===== config.mk =====
export PLATFORM = sky130hd
export DESIGN_NAME = acs_top
export DESIGN_NICKNAME = d
export VERILOG_FILES = /design/src/common/acs_pkg.sv /design/src/rtl/acs_top.sv
export SDC_FILE = /design/constraint.sdc
export NUM_CORES = 1
export LEC_CHECK = 0
export ABC_AREA = 1
export BUFFER_PORTS_ARGS = -buffer_cell sky130_fd_sc_hd__buf_2
export CORE_ASPECT_RATIO = 0.8
export CORE_MARGIN = 4
export CORE_UTILIZATION = 30
export DETAILED_ROUTE_END_ITERATION = 8
export PLACE_DENSITY = 0.44
export SYNTH_ARGS = -nofsm -noshare
export SYNTH_HDL_FRONTEND = slang
export SYNTH_SLANG_ARGS = --single-unit
export TNS_END_PERCENT = 30

===== constraint.sdc =====
create_clock -name clk -period 7.1 [get_ports clk]
set_input_delay 1.065 -clock clk [delete_from_list [all_inputs] [get_ports clk]]
set_output_delay 1.065 -clock clk [all_outputs]
set_load 0.02 [all_outputs]

===== src/common/acs_pkg.sv =====
// Purpose: Shared constants and carriers for the accel bias-trim and
//          auto-sleep block.
// Assumes: Register offsets are the device's byte addresses.
// Notes:   Sample scale is full-resolution counts of one quarter trim count.
package acs_pkg;

   // Register offsets
   localparam logic [7:0] ADDR_X_TRIM = 8'h1E;
   localparam logic [7:0] ADDR_Y_TRIM = 8'h1F;
   localparam logic [7:0] ADDR_Z_TRIM = 8'h20;
   localparam logic [7:0] ADDR_MOTION_STATUS = 8'h2B;
   localparam logic [7:0] ADDR_CAUSE = 8'h30;
   localparam logic [7:0] ADDR_X_LO = 8'h32;
   localparam logic [7:0] ADDR_X_HI = 8'h33;
   localparam logic [7:0] ADDR_Y_LO = 8'h34;
   localparam logic [7:0] ADDR_Y_HI = 8'h35;
   localparam logic [7:0] ADDR_Z_LO = 8'h36;
   localparam logic [7:0] ADDR_Z_HI = 8'h37;

   // Reset values and field positions
   localparam logic [7:0] TRIM_RESET = 8'h00;
   localparam int STATUS_ASLEEP_BIT = 3;
   localparam int CAUSE_READY_BIT = 7;
   localparam int CAUSE_ACT_BIT = 4;
   localparam int CAUSE_INACT_BIT = 3;

   // Format and rate constants
   localparam int TRIM_ALIGN = 2;
   localparam int FIXED_BITS = 10;
   localparam logic [3:0] RATE_MAX = 4'hF;
   localparam logic [3:0] SLEEP_RATE = 4'h3;
   localparam int DEC_W = 15;

   typedef struct packed {
      logic signed [12:0] x;
      logic signed [12:0] y;
      logic signed [12:0] z;
   } acs_raw_t;

   typedef struct packed {
      logic signed [15:0] x;
      logic signed [15:0] y;
      logic signed [15:0] z;
   } acs_axes_t;

   typedef struct packed {
      logic [3:0] rate;
      logic [1:0] range;
      logic full_res;
      logic low_power;
      logic link;
      logic auto_sleep;
      logic sleep_en;
      logic improved_tap;
   } acs_cfg_t;

   typedef enum logic {
      LNK_WAIT_INACT,
      LNK_WAIT_ACT
   } acs_link_t;

endpackage : acs_pkg


===== src/rtl/acs_top.sv =====
// Purpose: Output path with per-axis bias trim plus linked auto-sleep.
// Assumes: Raw samples arrive at the shared base rate; detectors are
//          outside and report hits on the feeds this block provides.
// Notes:   Register port is a simple internal read/write strobe port.
`timescale 1ns/1ps
module acs_top (
   // Clock and reset
   input wire logic clk,
   input wire logic rst_b,
   // Register port
   input wire logic [7:0] reg_addr,
   input wire logic reg_wr,
   input wire logic reg_rd,
   input wire logic [7:0] reg_wdata,
   output logic [7:0] reg_rdata_q,
   // Configuration
   input wire acs_pkg::acs_cfg_t cfg,
   // Raw sample stream
   input wire logic raw_valid,
   input wire acs_pkg::acs_raw_t raw,
   // Detector hits
   input wire logic act_hit,
   input wire logic inact_hit,
   input wire logic tap_hit,
   input wire logic [2:0] tap_axis,
   // Detector feeds
   output logic motion_feed_valid_q,
   output acs_pkg::acs_axes_t motion_feed_q,
   output logic tap_feed_valid_q,
   output acs_pkg::acs_axes_t tap_feed_q,
   output logic act_arm_q,
   output logic inact_arm_q,
   // Output data and status
   output logic out_stb_q,
   output acs_pkg::acs_axes_t out_q,
   output logic asleep_q,
   output logic act_irq_q,
   output logic inact_irq_q,
   output logic ready_irq_q
);

   // Trim, add and saturate one axis; trim weight ignores range only in full resolution
   function automatic logic signed [15:0] trim_axis(
      input logic signed [12:0] s,
      input logic [7:0] t,
      input logic full_res,
      input logic [1:0] range);
      logic signed [16:0] sum;
      logic signed [16:0] lim;
      int bits;
      sum = 17'(s) + (17'(signed'(t)) <<< acs_pkg::TRIM_ALIGN);
      bits = full_res ? acs_pkg::FIXED_BITS + int'(range)
                      : acs_pkg::FIXED_BITS;
      if (!full_res) begin
         sum = sum >>> range;
      end
      lim = 17'((32'sd1 <<< (bits - 1)) - 1);
      if (sum > lim) begin
         sum = lim;
      end else if (sum < -lim - 17'sd1) begin
         sum = -lim - 17'sd1;
      end
      return sum[15:0];
   endfunction : trim_axis

   // Widen raw samples for the detector feeds
   function automatic acs_pkg::acs_axes_t widen(input acs_pkg::acs_raw_t r);
      widen.x = 16'(r.x);
      widen.y = 16'(r.y);
      widen.z = 16'(r.z);
   endfunction : widen

   logic [7:0] trim_q [3];
   logic [acs_pkg::DEC_W-1:0] dec_cnt_q;
   logic [acs_pkg::DEC_W-1:0] dec_lim;
   logic [3:0] eff_rate;
   logic dec_hit;
   acs_pkg::acs_link_t state_q;
   acs_pkg::acs_link_t state_d;
   logic act_evt;
   logic inact_evt;
   logic sleep_go;
   logic cause_rd;
   logic [2:0] tap_src_q;
   acs_pkg::acs_axes_t prev_out_q;

   // trim registers
   // Trims only change on host writes; the sum uses them live
   always_ff @(posedge clk) begin
      if (!rst_b) begin
         for (int i = 0; i < 3; i++) begin
            trim_q[i] <= acs_pkg::TRIM_RESET;
         end
      end else if (reg_wr) begin
         if (reg_addr == acs_pkg::ADDR_X_TRIM) trim_q[0] <= reg_wdata;
         if (reg_addr == acs_pkg::ADDR_Y_TRIM) trim_q[1] <= reg_wdata;
         if (reg_addr == acs_pkg::ADDR_Z_TRIM) trim_q[2] <= reg_wdata;
      end
   end

   // sleep rate select
   // Sleep swaps the divider only; the base stream never stops
   assign eff_rate = asleep_q ? acs_pkg::SLEEP_RATE : cfg.rate;
   assign dec_lim = acs_pkg::DEC_W'((16'd1 << (acs_pkg::RATE_MAX - eff_rate))
                    - 16'd1);
   assign dec_hit = raw_valid && (dec_cnt_q >= dec_lim);

   always_ff @(posedge clk) begin
      if (!rst_b) begin
         dec_cnt_q <= '0;
      end else if (raw_valid) begin
         dec_cnt_q <= dec_hit ? '0 : dec_cnt_q + 1'b1;
      end
   end

   always_ff @(posedge clk) begin
      if (!rst_b) begin
         out_q <= '0;
         prev_out_q <= '0;
         out_stb_q <= 1'b0;
      end else begin
         out_stb_q <= dec_hit;
         if (dec_hit) begin
            out_q.x <= trim_axis(raw.x, trim_q[0], cfg.full_res, cfg.range);
            out_q.y <= trim_axis(raw.y, trim_q[1], cfg.full_res, cfg.range);
            out_q.z <= trim_axis(raw.z, trim_q[2], cfg.full_res, cfg.range);
            prev_out_q <= out_q;
         end
      end
   end

   always_ff @(posedge clk) begin
      if (!rst_b) begin
         motion_feed_q <= '0;
         motion_feed_valid_q <= 1'b0;
      end else begin
         motion_feed_valid_q <= raw_valid;
         if (raw_valid) begin
            motion_feed_q <= widen(raw);
         end
      end
   end

   // improved tap feed
   // Differences of consecutive outputs strip the static gravity term
   always_ff @(posedge clk) begin
      if (!rst_b) begin
         tap_feed_q <= '0;
         tap_feed_valid_q <= 1'b0;
      end else if (cfg.improved_tap) begin
         tap_feed_valid_q <= out_stb_q;
         if (out_stb_q) begin
            tap_feed_q.x <= out_q.x - prev_out_q.x;
            tap_feed_q.y <= out_q.y - prev_out_q.y;
            tap_feed_q.z <= out_q.z - prev_out_q.z;
         end
      end else begin
         tap_feed_valid_q <= raw_valid;
         if (raw_valid) begin
            tap_feed_q <= widen(raw);
         end
      end
   end

   // Link sequencing
   assign act_evt = act_hit && act_arm_q;
   assign inact_evt = inact_hit && inact_arm_q;
   assign sleep_go = cfg.link && cfg.auto_sleep && cfg.sleep_en &&
                     inact_evt && !act_irq_q;

   always_comb begin
      state_d = state_q;
      if (!cfg.link) begin
         state_d = acs_pkg::LNK_WAIT_INACT;
      end else begin
         unique case (state_q)
            acs_pkg::LNK_WAIT_INACT: begin
               if (inact_evt) state_d = acs_pkg::LNK_WAIT_ACT;
            end
            acs_pkg::LNK_WAIT_ACT: begin
               if (act_evt) state_d = acs_pkg::LNK_WAIT_INACT;
            end
         endcase
      end
   end

   // Arming follows the next state so outputs stay registered
   always_ff @(posedge clk) begin
      if (!rst_b) begin
         state_q <= acs_pkg::LNK_WAIT_INACT;
         act_arm_q <= 1'b1;
         inact_arm_q <= 1'b1;
      end else begin
         state_q <= state_d;
         act_arm_q <= !cfg.link || state_d == acs_pkg::LNK_WAIT_ACT;
         inact_arm_q <= !cfg.link || state_d == acs_pkg::LNK_WAIT_INACT;
      end
   end

   always_ff @(posedge clk) begin
      if (!rst_b) begin
         asleep_q <= 1'b0;
      end else if (asleep_q && (act_evt || !cfg.link)) begin
         asleep_q <= 1'b0;
      end else if (sleep_go) begin
         asleep_q <= 1'b1;
      end
   end

   // ready kept in low power
   // A new event in the clearing cycle wins over the read
   assign cause_rd = reg_rd && reg_addr == acs_pkg::ADDR_CAUSE;

   always_ff @(posedge clk) begin
      if (!rst_b) begin
         act_irq_q <= 1'b0;
         inact_irq_q <= 1'b0;
         ready_irq_q <= 1'b0;
      end else begin
         act_irq_q <= act_evt || (act_irq_q && !cause_rd);
         inact_irq_q <= inact_evt || (inact_irq_q && !cause_rd);
         ready_irq_q <= dec_hit || (ready_irq_q &&
                        !(reg_rd && reg_addr == acs_pkg::ADDR_X_LO));
      end
   end

   // Tap axis is overwritten on each tap, so it holds the latest; only reset clears it
   always_ff @(posedge clk) begin
      if (!rst_b) begin
         tap_src_q <= '0;
      end else if (tap_hit) begin
         tap_src_q <= tap_axis;
      end
   end

   // asleep in status
   // Read data is registered; unmapped offsets return zero
   always_ff @(posedge clk) begin
      if (!rst_b) begin
         reg_rdata_q <= '0;
      end else if (reg_rd) begin
         unique case (reg_addr)
            acs_pkg::ADDR_X_TRIM: reg_rdata_q <= trim_q[0];
            acs_pkg::ADDR_Y_TRIM: reg_rdata_q <= trim_q[1];
            acs_pkg::ADDR_Z_TRIM: reg_rdata_q <= trim_q[2];
            acs_pkg::ADDR_MOTION_STATUS: begin
               reg_rdata_q <= {4'h0, asleep_q, tap_src_q};
            end
            acs_pkg::ADDR_CAUSE: begin
               reg_rdata_q <= {ready_irq_q, 2'b00, act_irq_q,
                               inact_irq_q, 3'b000};
            end
            acs_pkg::ADDR_X_LO: reg_rdata_q <= out_q.x[7:0];
            acs_pkg::ADDR_X_HI: reg_rdata_q <= out_q.x[15:8];
            acs_pkg::ADDR_Y_LO: reg_rdata_q <= out_q.y[7:0];
            acs_pkg::ADDR_Y_HI: reg_rdata_q <= out_q.y[15:8];
            acs_pkg::ADDR_Z_LO: reg_rdata_q <= out_q.z[7:0];
            acs_pkg::ADDR_Z_HI: reg_rdata_q <= out_q.z[15:8];
            default: reg_rdata_q <= '0;
         endcase
      end
   end
endmodule : acs_top


Word-level counts from Yosys, hierarchy flattened
Memories as Yosys holds them, arrays and structs flattened. Cells that the tools add are included. W data, S select, Z words.

Latch bits: 0. RAM bits: 24. Memories: 1. Word-level logic and storage cells: 139. Bits in registers: 219. Input bits: 78. Memory bits (read-only): 0.

Shift operators: 5. Bitwise gates (word level): 6. Reductions and logical operators: 26. Muxes and demuxes: 43. Div/mod/pow operators: 0. $add $sub $neg: 14. Equality and inequality tests: 12. Order comparisons: 7. Multipliers: 0.

Memories: trim_q (depth 3, bits a word 8, read ports 3, clocked after memory_dff 0, wr ports 3, line acs_top.sv:73) `logic [7:0] trim_q [3];`.

Operator list (count): $mux W17 (9); $mux W48 (3); $mux W16 (6); $pmux W8 S11 (1); $eq A8 B6 Y1 const B (9); $gt A17 B17 Y1 (3); $lt A17 B17 Y1 (3); $sshr A14 B2 Y17 (3); $sub A16 B16 Y16 (3); $add A13 B10 Y14 (3); $sub A17 B2 Y17 const B (2); $sshl A2 B32 Y17 const A (1); $mux W8 (3); $mux W1 (17); $neg A17 Y17 (1); $eq A8 B5 Y1 const B (2); $add A15 B1 Y15 const B (1); $ge A15 B15 Y1 (1); $mux W15 (1); $shl A1 B4 Y15 const A (1); $sub A15 B1 Y15 const B (1); $logic_and A1 B1 Y1 (13); $logic_or A1 B1 Y1 (6); $sub A5 B1 Y6 const B (1); other kinds (12) (19).

Longest topological paths before layout
Gate-level depths: netlist of the first run.

Depth after elaboration: 11. Mapped depth: 33.

Least setup slack after synthesis of the first run
OpenSTA, ideal clock, no wires.

Kind: input to register. From: input raw[2] in the netlist's numbering. To: register out_q[9] in the netlist's numbering. Stages on the path: 32. Data required time: 7.031 ns. Data arrival time: 4.846 ns. Path slack: 2.185 ns. Path buffers: 0. Path through: ha_1 -> inv_1 -> fa_1 -> inv_1 -> nand3_1 -> nand2_1 -> a21oi_1 -> o21ai_0 -> nand2_1 -> nand2_1 -> a21oi_1 -> nand2_1 -> nand2_1 -> nand2_1 -> o21ai_0 -> or2_1 -> a21boi_0 -> ha_1 -> nor2_1 -> inv_1 -> nor3_1 -> inv_1 -> o21ai_1 -> a21oi_1 -> o21ai_0 -> o21a_1 -> inv_2 -> nor2_2 -> inv_1 -> a21oi_1 -> nand2_1 -> o21ai_1.

Cells in the longest elaborated chain, start to end: 8.

RTL lines: start, declared (line acs_top.sv:20) `input wire acs_pkg::acs_raw_t raw,`; $add A13 B10 Y14 * (line acs_top.sv:51) `sum = 17'(s) + (17'(signed'(t)) <<< acs_pkg::TRIM_ALIGN);`; $sshr A14 B2 Y17 (line acs_top.sv:55) `sum = sum >>> range;`; $mux W17 * (line acs_top.sv:54) `if (!full_res) begin`; $mux W17 * (line acs_top.sv:123) `if (dec_hit) begin`; $mux W17 * (line acs_top.sv:117) `if (!rst_b) begin`; $lt A17 B17 Y1 (line acs_top.sv:60) `end else if (sum < -lim - 17'sd1) begin`; $mux W16 (line acs_top.sv:60); $mux W16 * (line acs_top.sv:58) `if (sum > lim) begin`; end, declared (line acs_top.sv:35) `output acs_pkg::acs_axes_t out_q,`.

Every way passes the cells marked *; elsewhere a longest branch is shown, timed or not. The select of a mux whose other input is x is not followed. A chain may end at the register's enable or synchronous reset.

Final worst setup path of the first run
From: input raw[21] in the netlist's numbering. To: register out_q[30] in the netlist's numbering.

Same word-level chain as after synthesis.

==> results.toml, run 1 <==
[detailed_routing]
routedWlPerCell_microns = 21.6
first_pass_iters = 8
ant_nets = 0
viasPerCell = 5.14
first_iter_violations = 1563
wl_mm = 75.8
drcViolationCount = 0
vias = 18000

[final_layout]
regArea_sq_um = 5100
final-instance-count-excl-fill = 3507
fillers = 6231
fin_nets = 3008
multi_input_area_sq_um = 11000
n_antenna_cell = 0
fin_util_pct = 35.7
area_delta_synth_final_pct = 16.6
layout-drive-gt1-share_pct = 13.0

[critical_path]
end_kind = "flip-flop"
worstSetupPathType = "input port to flip-flop"
path_max_fanout = 10
cp.required_ps = 7560
start_kind = "input port"
worst_ep_arrival_time_ps = 6200

[clock_tree]
numCtsBuffers = 27
cts.clk_slew.worst_paths_ps = 60
cts_tree = "built"
clk_latency_ps = 560
clockBufferDepth = 3
cts_root_buf = "clkbuf_16"
cts_htree_levels = 1
cts_resized = 0
cts_sinks = 243
cts_setup_buffers = 0
ctsHoldBuffers = 0

[synthesis]
ys_seq_area_share_pct = 29.1
synth.cells.most_frequent = "nand2_1, inv_1, a21oi_1"
yosys_register_bits = 243
synth_area_per_cell_sq_um = 6.99
yosysMostFrequentCell = "nand2_1"
syn_inst = 2507
ys_warn_count = 0
synth-async-reset-ratio_pct = 0
synthFlopType = "dfxtp_1"
synth_area_leaders = "dfxtp_1, ha_1, nand2_1"
netlist_area_sq_um = 17500
synth_top_area_share_pct = 25.0
synthDistinctLibCells = 59
synth_top_area_cell = "dfxtp_1"
synth_edf_count = 24

[timing]
finalSetupTns_ps = 0
max_freq_ghz = 0.174
hold_viol = 0
max_slew_margin_pct = 18.9
fin_skew_ps = 19.6
finalSetupViolCount = 0
post-route-min-period_ps = 5730
max_slew.worst_pin.slew_ps = 1210
maxSlewViolCount = 0
rsz0062_at_grt = "false"
period_share_pct = 80.8
fin_ws_ps = 1370

[grt]
grt_overflow = 0
grt_pass1_vias = 16600
antenna_found_initial = 4
grt_pass1_wl_mm = 109
grt_util_all_layers_pct = 23.1
grt_max_degree = 95

[place]
gp_congestion = 0.910
dp_hpwl_mm = 60.3
placed_cells = 3459
pre_cts_ws_ps = 949
port_buffers = 237

[floorplanning]
initial_core_util_pct = 30.6
fp.dieArea_sq_um = 62300
die_h_microns = 224
ioPinCount = 239
core_sq_um = 57200
num_rows = 78
die_width_microns = 278

[power]
total_power_uw = 4060
combPwrFrac_pct = 27.8
powerDensity_nw_per_um2 = 199
peakVddDrop_uv = 146
clock_power_share_pct = 36.4
p_int_uw = 2610
switching_share_pct = 35.7
p_leak_uw = 0.00981
p_switching_uw = 1450
pwr-share-seq_pct = 35.8

[outcome]
status = "finished, final reports clean"

[flow_run]
cap_violations = 0

[worst_hold_path]
hp-class = "flip-flop to flip-flop"
## flip-flops by register name, summed over array words and instances (netlist names), 3 cells and up
name           count
out_q             48
tap_src_q          3
dec_cnt_q         15
prev_out_q        48
trim_q            24
tap_feed_q        48
motion_feed_q     39
reg_rdata_q        8
## worst max-delay path, cell delays in order
cell	delay, ps
buf_2	170
ha_1	390
nand2_1	90
nor3_1	150
nand2_1	70
o211ai_1	120
nand2_1	100
nand2_1	70
a21oi_1	70
or2_1	220
a22oi_1	290
inv_1	310
nand2_1	160
nand3_1	80
nand3_1	90
o21ai_1	190
ha_1	400
inv_1	100
a21oi_1	70
o31ai_1	400
a31oi_1	140
o211ai_1	150
o21a_1	240
inv_2	130
nor2_1	420
o211ai_1	330
o21ai_0	150
## worst paths after layout
path / from / slack (ps) / depth (start not counted) / endpoint
setup reg to reg: trim_q[0][12]$_DFFE_PP_ / 1600 / 26 / out_q[30]$_SDFFE_PN0P_
hold reg to reg: prev_out_q[27]$_SDFFE_PN0P_ / 460 / 2 / prev_out_q[27]$_SDFFE_PN0P_
hold / removal: prev_out_q[27]$_SDFFE_PN0P_ / 460 / 2 / prev_out_q[27]$_SDFFE_PN0P_
setup / recovery: raw[21] / 1370 / 27 / out_q[30]$_SDFFE_PN0P_
## layout by cell type (no fill, tap or decap), drive strengths merged, types with 4 or more instances in the layout
cell / Yosys / final
clkinv: 2 / 8
or2: 18 / 18
nor2: 202 / 202
edfxtp: 24 / 24
a22oi: 20 / 20
clkinvlp: 0 / 4
fa: 6 / 6
nand2: 480 / 480
inv: 307 / 310
xor2: 32 / 32
buf: 30 / 255
a22o: 5 / 5
xnor2: 25 / 25
o31ai: 9 / 9
o21ai: 260 / 260
nand3: 109 / 109
conb: 2 / 48
nor3: 33 / 33
nand4: 12 / 12
a221oi: 19 / 19
a211oi: 13 / 13
a21oi: 292 / 292
dfxtp: 219 / 219
o21bai: 4 / 4
ha: 196 / 196
o211ai: 40 / 40
clkbuf: 79 / 32
a21boi: 5 / 5
o22ai: 14 / 14
a31oi: 11 / 11
nor4: 11 / 11
## power groups by stage
stage | logic, uW | clock network [uW] | registers, uW
after floorplan | 703 | 0 | 1510
after global placement | 1080 | 0 | 1480
after CTS | 1100 | 1510 | 1450
after global routing | 1250 | 1570 | 1460
final | 1130 | 1480 | 1450
after detailed placement | 1090 | 0 | 1480
## stage by stage
stage | instance area (sq um) | hold slack, ps
floorplan | 17700 | 433
global placement | 19500 | 446
detailed placement | 19500 | 451
CTS | 20400 | 462
global route | 20400 | 481
finish | 20400 | 461
## kinds of logic (layout without fill, tap and decap cells)
group | count (synthesis) | in the layout | share of synthesized area, %
fa+ha+maj | 202 | 202 | 14.7
other cells | 2 | 48 | 0.0429
compound gates | 716 | 716 | 23.1
xor+xnor | 57 | 57 | 2.85
flops | 243 | 243 | 29.1
simple gates | 868 | 868 | 20.8
mux | 1 | 1 | 0.0572
buf+inv | 418 | 612 | 9.26
## final cells by class
type	instances	area share, %
flip-flops and latches	243	25.0
clock inverters	16	0.858
clock buffers	32	3.60
multi-input cells	1892	53.7
inverters	309	5.68
repair buffers	255	6.48
well taps	760	4.66
## routing by layer
layer  track usage [%]  vias up  part of all wire (%)
li1                  -     8862                     -
met3              4.95       77                   7.7
met2              33.7      605                    41
met5                 0        -                 0.011
met4              3.78        2                   1.8
met1              35.2     8481                    50
No activity file was read; power rests on OpenSTA's default activity.
==> inputs of run 2 (changes only) <==
- clock period: 7.1 -> 5.7 ns (I/O delays scaled with it)
==> run 2 against run 1 <==
  * Combinational power increased by 29%
  * Critical endpoint is now out_q[8]$_SDFFE_PN0P_
  * Critical path type unchanged
  * Highest routed layer is now met4
  * Final cell count increased by 1.3%
  * Clock skew is 5.8 ps higher
  * Design area rose by 1.5%
  * Wire length barely moved
  * Largest power group unchanged
  * Register-to-register slack got worse by 820 ps
  * Worst hold slack worse by 3.3 ps
==> results.toml, run 2 (same netlist as run 1, synthesis figures left out) <==
[timing]
hold_ws_ps = 457
finalSetupViolCount = 0
period_share_pct = 87.6
post-route-min-period_ps = 4990
max_slew_margin_pct = 12.6
rsz0062_at_grt = "false"
fin_skew_ps = 25.4
hold_viol = 0
max_freq_ghz = 0.200
finalSetupTns_ps = 0
max_slew.worst_pin.slew_ps = 1310
maxSlewViolCount = 0

[final_layout]
reg_top3 = "out_q (48), prev_out_q (48), tap_feed_q (48)"
area_delta_synth_final_pct = 18.4
design_area_sq_um = 20700
n_antenna_cell = 0
layout-drive-gt1-share_pct = 14.3
fin_nets = 3051
layout_common_cells = "nand2_1, inv_1, a21oi_1, o21ai_0, buf_2"
mostFrequentLayoutCell = "nand2_1"
fillers = 6220

[clock_tree]
cts_setup_buffers = 0
clk_latency_ps = 560
cts.clk_slew.worst_paths_ps = 70
cts_sinks = 243
cts_tree = "built"
cts_resized = 0
clockBufferDepth = 3
cts_root_buf = "clkbuf_16"
numCtsBuffers = 27
cts_htree_levels = 1
ctsHoldBuffers = 0

[worst_hold_path]
hp-class = "flip-flop to flip-flop"

[critical_path]
crit_start = "raw[2]"
critPathSlowestCell = "fa_1"
crit_top_cell = "nand2_1"
crit_path_max_incr_delay_ps = 400
worst_ep_arrival_time_ps = 5430
ff2ff_path_depth = 29
cp.required_ps = 6140
critPathCapture = "out_q[8]$_SDFFE_PN0P_"
r2r_end = "out_q[8]$_SDFFE_PN0P_"
worstSetupPathType = "input port to flip-flop"
path_max_fanout = 9
start_kind = "input port"
end_kind = "flip-flop"
worstReg2RegStart = "trim_q[0][16]$_DFFE_PP_"
r2r_setup_slack_ps = 780

[detailed_routing]
vias = 18200
ant_nets = 0
routedWlPerCell_microns = 21.4
viasPerCell = 5.13
first_iter_violations = 1598
wl_mm = 75.9
first_pass_iters = 6
drcViolationCount = 0

[power]
p_leak_uw = 0.0100
powerDensity_nw_per_um2 = 246
peakVddDrop_uv = 182

[place]
gp_congestion = 0.883
placed_cell_area_sq_um = 19800
dp_hpwl_mm = 60.7
port_buffers = 237

[grt]
grt_overflow = 0
grt_pass1_wl_mm = 110
antenna_found_initial = 3
grt_pass1_vias = 16800
grt_util_all_layers_pct = 23.3
grt_max_degree = 96

[floorplanning]
initial_core_util_pct = 30.6
die_h_microns = 224
num_rows = 78
core_sq_um = 57200
die_width_microns = 278
fp.dieArea_sq_um = 62300
ioPinCount = 239

[outcome]
status = "finished, final reports clean"

[flow_run]
cap_violations = 0
run 2: final cells by class:
| cell class | count | area (sq um) | area share, % |
|---|---|---|---|
| clock inverter | 13 | 156 | 0.754 |
| timing repair buffer | 298 | 1650 | 7.94 |
| clock buffer | 36 | 739 | 3.57 |
| multi-input combinational | 1892 | 11000 | 52.9 |
| sequential | 243 | 5100 | 24.6 |
| tap | 760 | 951 | 4.59 |
| inverter | 309 | 1160 | 5.59 |
run 2: worst min path at each step:
| stage | start | to | slack (ps) | cells past startpoint |
|---|---|---|---|---|
| after floorplan | prev_out_q[10]$_SDFFE_PN0P_ | prev_out_q[10]$_SDFFE_PN0P_ | 430 | 2 |
| after global placement | prev_out_q[24]$_SDFFE_PN0P_ | prev_out_q[24]$_SDFFE_PN0P_ | 440 | 2 |
| after detailed placement | prev_out_q[29]$_SDFFE_PN0P_ | prev_out_q[29]$_SDFFE_PN0P_ | 450 | 2 |
| after CTS | prev_out_q[29]$_SDFFE_PN0P_ | prev_out_q[29]$_SDFFE_PN0P_ | 460 | 2 |
| after global routing | prev_out_q[13]$_SDFFE_PN0P_ | prev_out_q[13]$_SDFFE_PN0P_ | 480 | 2 |
| final | prev_out_q[3]$_SDFFE_PN0P_ | prev_out_q[3]$_SDFFE_PN0P_ | 460 | 2 |
run 2: through the flow:
stage          util [%]  power [uW]  setup WS, ps  instances
6_report           36.2        5100           709       3551
5_1_grt            36.2        5360           153       3551
4_1_cts            36.2        5100           754       3551
3_5_place_dp       34.7        3260           168       3502
3_3_place_gp       34.7        3250           282       3502
2_1_floorplan         -        2760           995       2553
run 2: routing by layer:
layer  up-vias  GRT usage (%)  wire [microns]
met3        69           4.38            5900
met2       616           33.8           30700
li1       8936              -               -
met5         -              0               0
met4         0           3.50            1120
met1      8609           36.1           38200
run 2: worst max-delay path: cells and delay by family:
kind                       cells  cell delay [ps]
AOI/OAI and AO/OA              8             1040
xor gates and xnor gates       1              260
adders and majority gates      3              910
buffers and inverters          6              770
and+or+nand+nor               12             1590
run 2: report_power, final:
group	switching, uW	internal [uW]
Clock	781	1050
Sequential	32.6	1780
Combinational	989	468
==> inputs of run 3 (changes only) <==
- ABC_AREA: 1 -> 0
==> run 3 against run 2 <==
  * Worst hold slack worse by 7.0 ps
  * Via count fell by 1.5%
  * Setup slack got worse by 280 ps
  * Maximum frequency down 5.2%
  * Register-to-register slack got worse by 340 ps
  * First-iteration DRC count shrank 2.1%
  * Wire length grew 4.9%
  * Final cell count down 6.8%
  * Critical path depth down 9
  * Sequential power about the same
==> results.toml, run 3 <==
[outcome]
status = "finished, final reports clean"

[place]
gp_congestion = 0.938
placed_cell_area_sq_um = 20400
dp_hpwl_mm = 63.5
port_buffers = 237

[synthesis]
synth_top_area_share_pct = 24.8
yosysMostFrequentCell = "nand2_1"
synth-async-reset-ratio_pct = 0
netlist_area_sq_um = 17700
yosys_register_bits = 243
syn_inst = 2205
ys_warn_count = 0
synth_area_per_cell_sq_um = 8.03
synth_edf_count = 24
synth_area_leaders = "dfxtp_1, ha_1, a21oi_1"
synthDistinctLibCells = 94
synthFlopType = "dfxtp_1"
ys_seq_area_share_pct = 28.8
synth.cells.most_frequent = "nand2_1, dfxtp_1, nor2_1"
synth_top_area_cell = "dfxtp_1"

[clock_tree]
ctsHoldBuffers = 0
cts_sinks = 243
cts_root_buf = "clkbuf_16"
cts_setup_buffers = 0
cts_tree = "built"
clk_latency_ps = 580
cts.clk_slew.worst_paths_ps = 60
numCtsBuffers = 29
clockBufferDepth = 3
cts_resized = 0
cts_htree_levels = 1

[final_layout]
reg_top3 = "out_q (48), prev_out_q (48), tap_feed_q (48)"
fin_nets = 2792
mostFrequentLayoutCell = "nand2_1"
layout_common_cells = "nand2_1, buf_2, dfxtp_1, nor2_1, a21oi_1"
area_delta_synth_final_pct = 21.1
layout-drive-gt1-share_pct = 17.7
design_area_sq_um = 21500

[timing]
fin_skew_ps = 22.7
max_slew_margin_pct = 25.0
rsz0062_at_grt = "false"
max_freq_ghz = 0.190
finalSetupTns_ps = 0
period_share_pct = 92.4
finalSetupViolCount = 0
maxSlewViolCount = 0
post-route-min-period_ps = 5270
max_slew.worst_pin.slew_ps = 1120
hold_viol = 0
hold_ws_ps = 450

[floorplanning]
fp.dieArea_sq_um = 63000
initial_core_util_pct = 30.4
ioPinCount = 239
core_sq_um = 58300
die_h_microns = 225
die_width_microns = 280
num_rows = 79

[detailed_routing]
first_pass_iters = 5
wl_mm = 79.6
first_iter_violations = 1564
vias = 17900
viasPerCell = 5.43
routedWlPerCell_microns = 24.1
drcViolationCount = 0
ant_nets = 0

[critical_path]
worst_ep_arrival_time_ps = 5710
end_kind = "flip-flop"
path_max_fanout = 4
cp.required_ps = 6140
worstSetupPathType = "input port to flip-flop"
start_kind = "input port"

[grt]
grt_util_all_layers_pct = 24.2
grt_overflow = 0
grt_pass1_wl_mm = 113
antenna_found_initial = 7
grt_pass1_vias = 16500
grt_max_degree = 101

[power]
p_leak_uw = 0.00939
p_int_uw = 3610
clock_power_share_pct = 37.7
p_switching_uw = 1820
peakVddDrop_uv = 201
switching_share_pct = 33.5
powerDensity_nw_per_um2 = 253
pwr-share-seq_pct = 33.4
combPwrFrac_pct = 28.9

[flow_run]
cap_violations = 0

[worst_hold_path]
hp-class = "flip-flop to flip-flop"
run 3: cell count changes after synthesis, moves of 17 or more:
| cell | before | now |
|---|---|---|
| inv_1 | 298 | 112 |
| o21a_1 | 3 | 23 |
| nand2_1 | 469 | 267 |
| nand3_1 | 100 | 43 |
| mux2i_1 | 1 | 66 |
| a21oi_1 | 287 | 206 |
| nor2b_1 | 0 | 36 |
| nand2b_1 | 0 | 17 |
| a22oi_1 | 20 | 37 |
| a21o_1 | 3 | 29 |
| o21ai_0 | 243 | 110 |
| nor2_1 | 196 | 218 |
| and2_1 | 0 | 22 |
run 3: logic make-up after synthesis:
group	share of synthesized area [%]
flip-flops	28.8
AO/OA/AOI/OAI	24.5
adder cells (fa/ha/maj)	14.5
AND/OR/NAND/NOR	18.9
buffers and inverters	5.09
XOR/XNOR	3.46
other	0.0424
multiplexers	4.60
run 3: worst paths after layout:
check                                                    to                         from  cells past startpoint  slack (ps)
worst min register to register  tap_feed_q[32]$_SDFFE_PN0P_  tap_feed_q[32]$_SDFFE_PN0P_                      2         450
worst max register to register       out_q[17]$_SDFFE_PN0P_       trim_q[0][9]$_DFFE_PP_                     20         440
worst min-delay path            tap_feed_q[32]$_SDFFE_PN0P_  tap_feed_q[32]$_SDFFE_PN0P_                      2         450
worst max-delay path                 out_q[17]$_SDFFE_PN0P_                      raw[16]                     21         430
run 3: critical path: stages:
cell and delay, ps:
buf_2 160, ha_1 300, a21o_1 170, a211o_1 300, a211oi_1 380, o311ai_0 270, xnor2_1 250, nor2_1 130
a2bb2oi_1 430, a21bo_2 230, ha_1 240, nand3_1 120, nor2_1 90, a2111oi_0 400, nand2_1 100, o21ai_0 170
buf_4 160, mux2_2 330, a211oi_1 400, buf_4 180, a211oi_1 40
run 3: through the flow:
step	cells	setup slack (ps)	total power, uW	util [%]
floorplan	2251	399	2790	-
global placement	3250	-45.4	3360	35.0
detailed placement	3250	-63.6	3370	35.0
CTS	3304	496	5440	36.8
global route	3304	67.1	5680	36.8
finish	3308	433	5420	36.8
run 3: cell type report:
cell class,count,area (sq um)
fill,6071,36900
multi-input combinational,1782,11900
sequential,243,5100
timing repair buffer,340,2000
tap,769,962
clock buffer,38,852
inverter,116,438
clock inverter,16,198
antenna,4,10.0
run 3: routing by layer:
layer / vias up / wire length [microns] / global-route usage, %
li1: 8544 / - / -
met5: - / 177 / 1.73
met1: 8650 / 38000 / 35.3
met3: 95 / 6640 / 6.20
met2: 653 / 32300 / 34.8
met4: 6 / 2440 / 6.93
run 3: power by group through the flow:
stage / Sequential, uW / Clock, uW / Combinational, uW
after floorplan: 1880 / 0 / 916
after global routing: 1820 / 2160 / 1710
final: 1810 / 2040 / 1570
after CTS: 1810 / 2100 / 1530
after global placement: 1850 / 0 / 1510
after detailed placement: 1850 / 0 / 1520
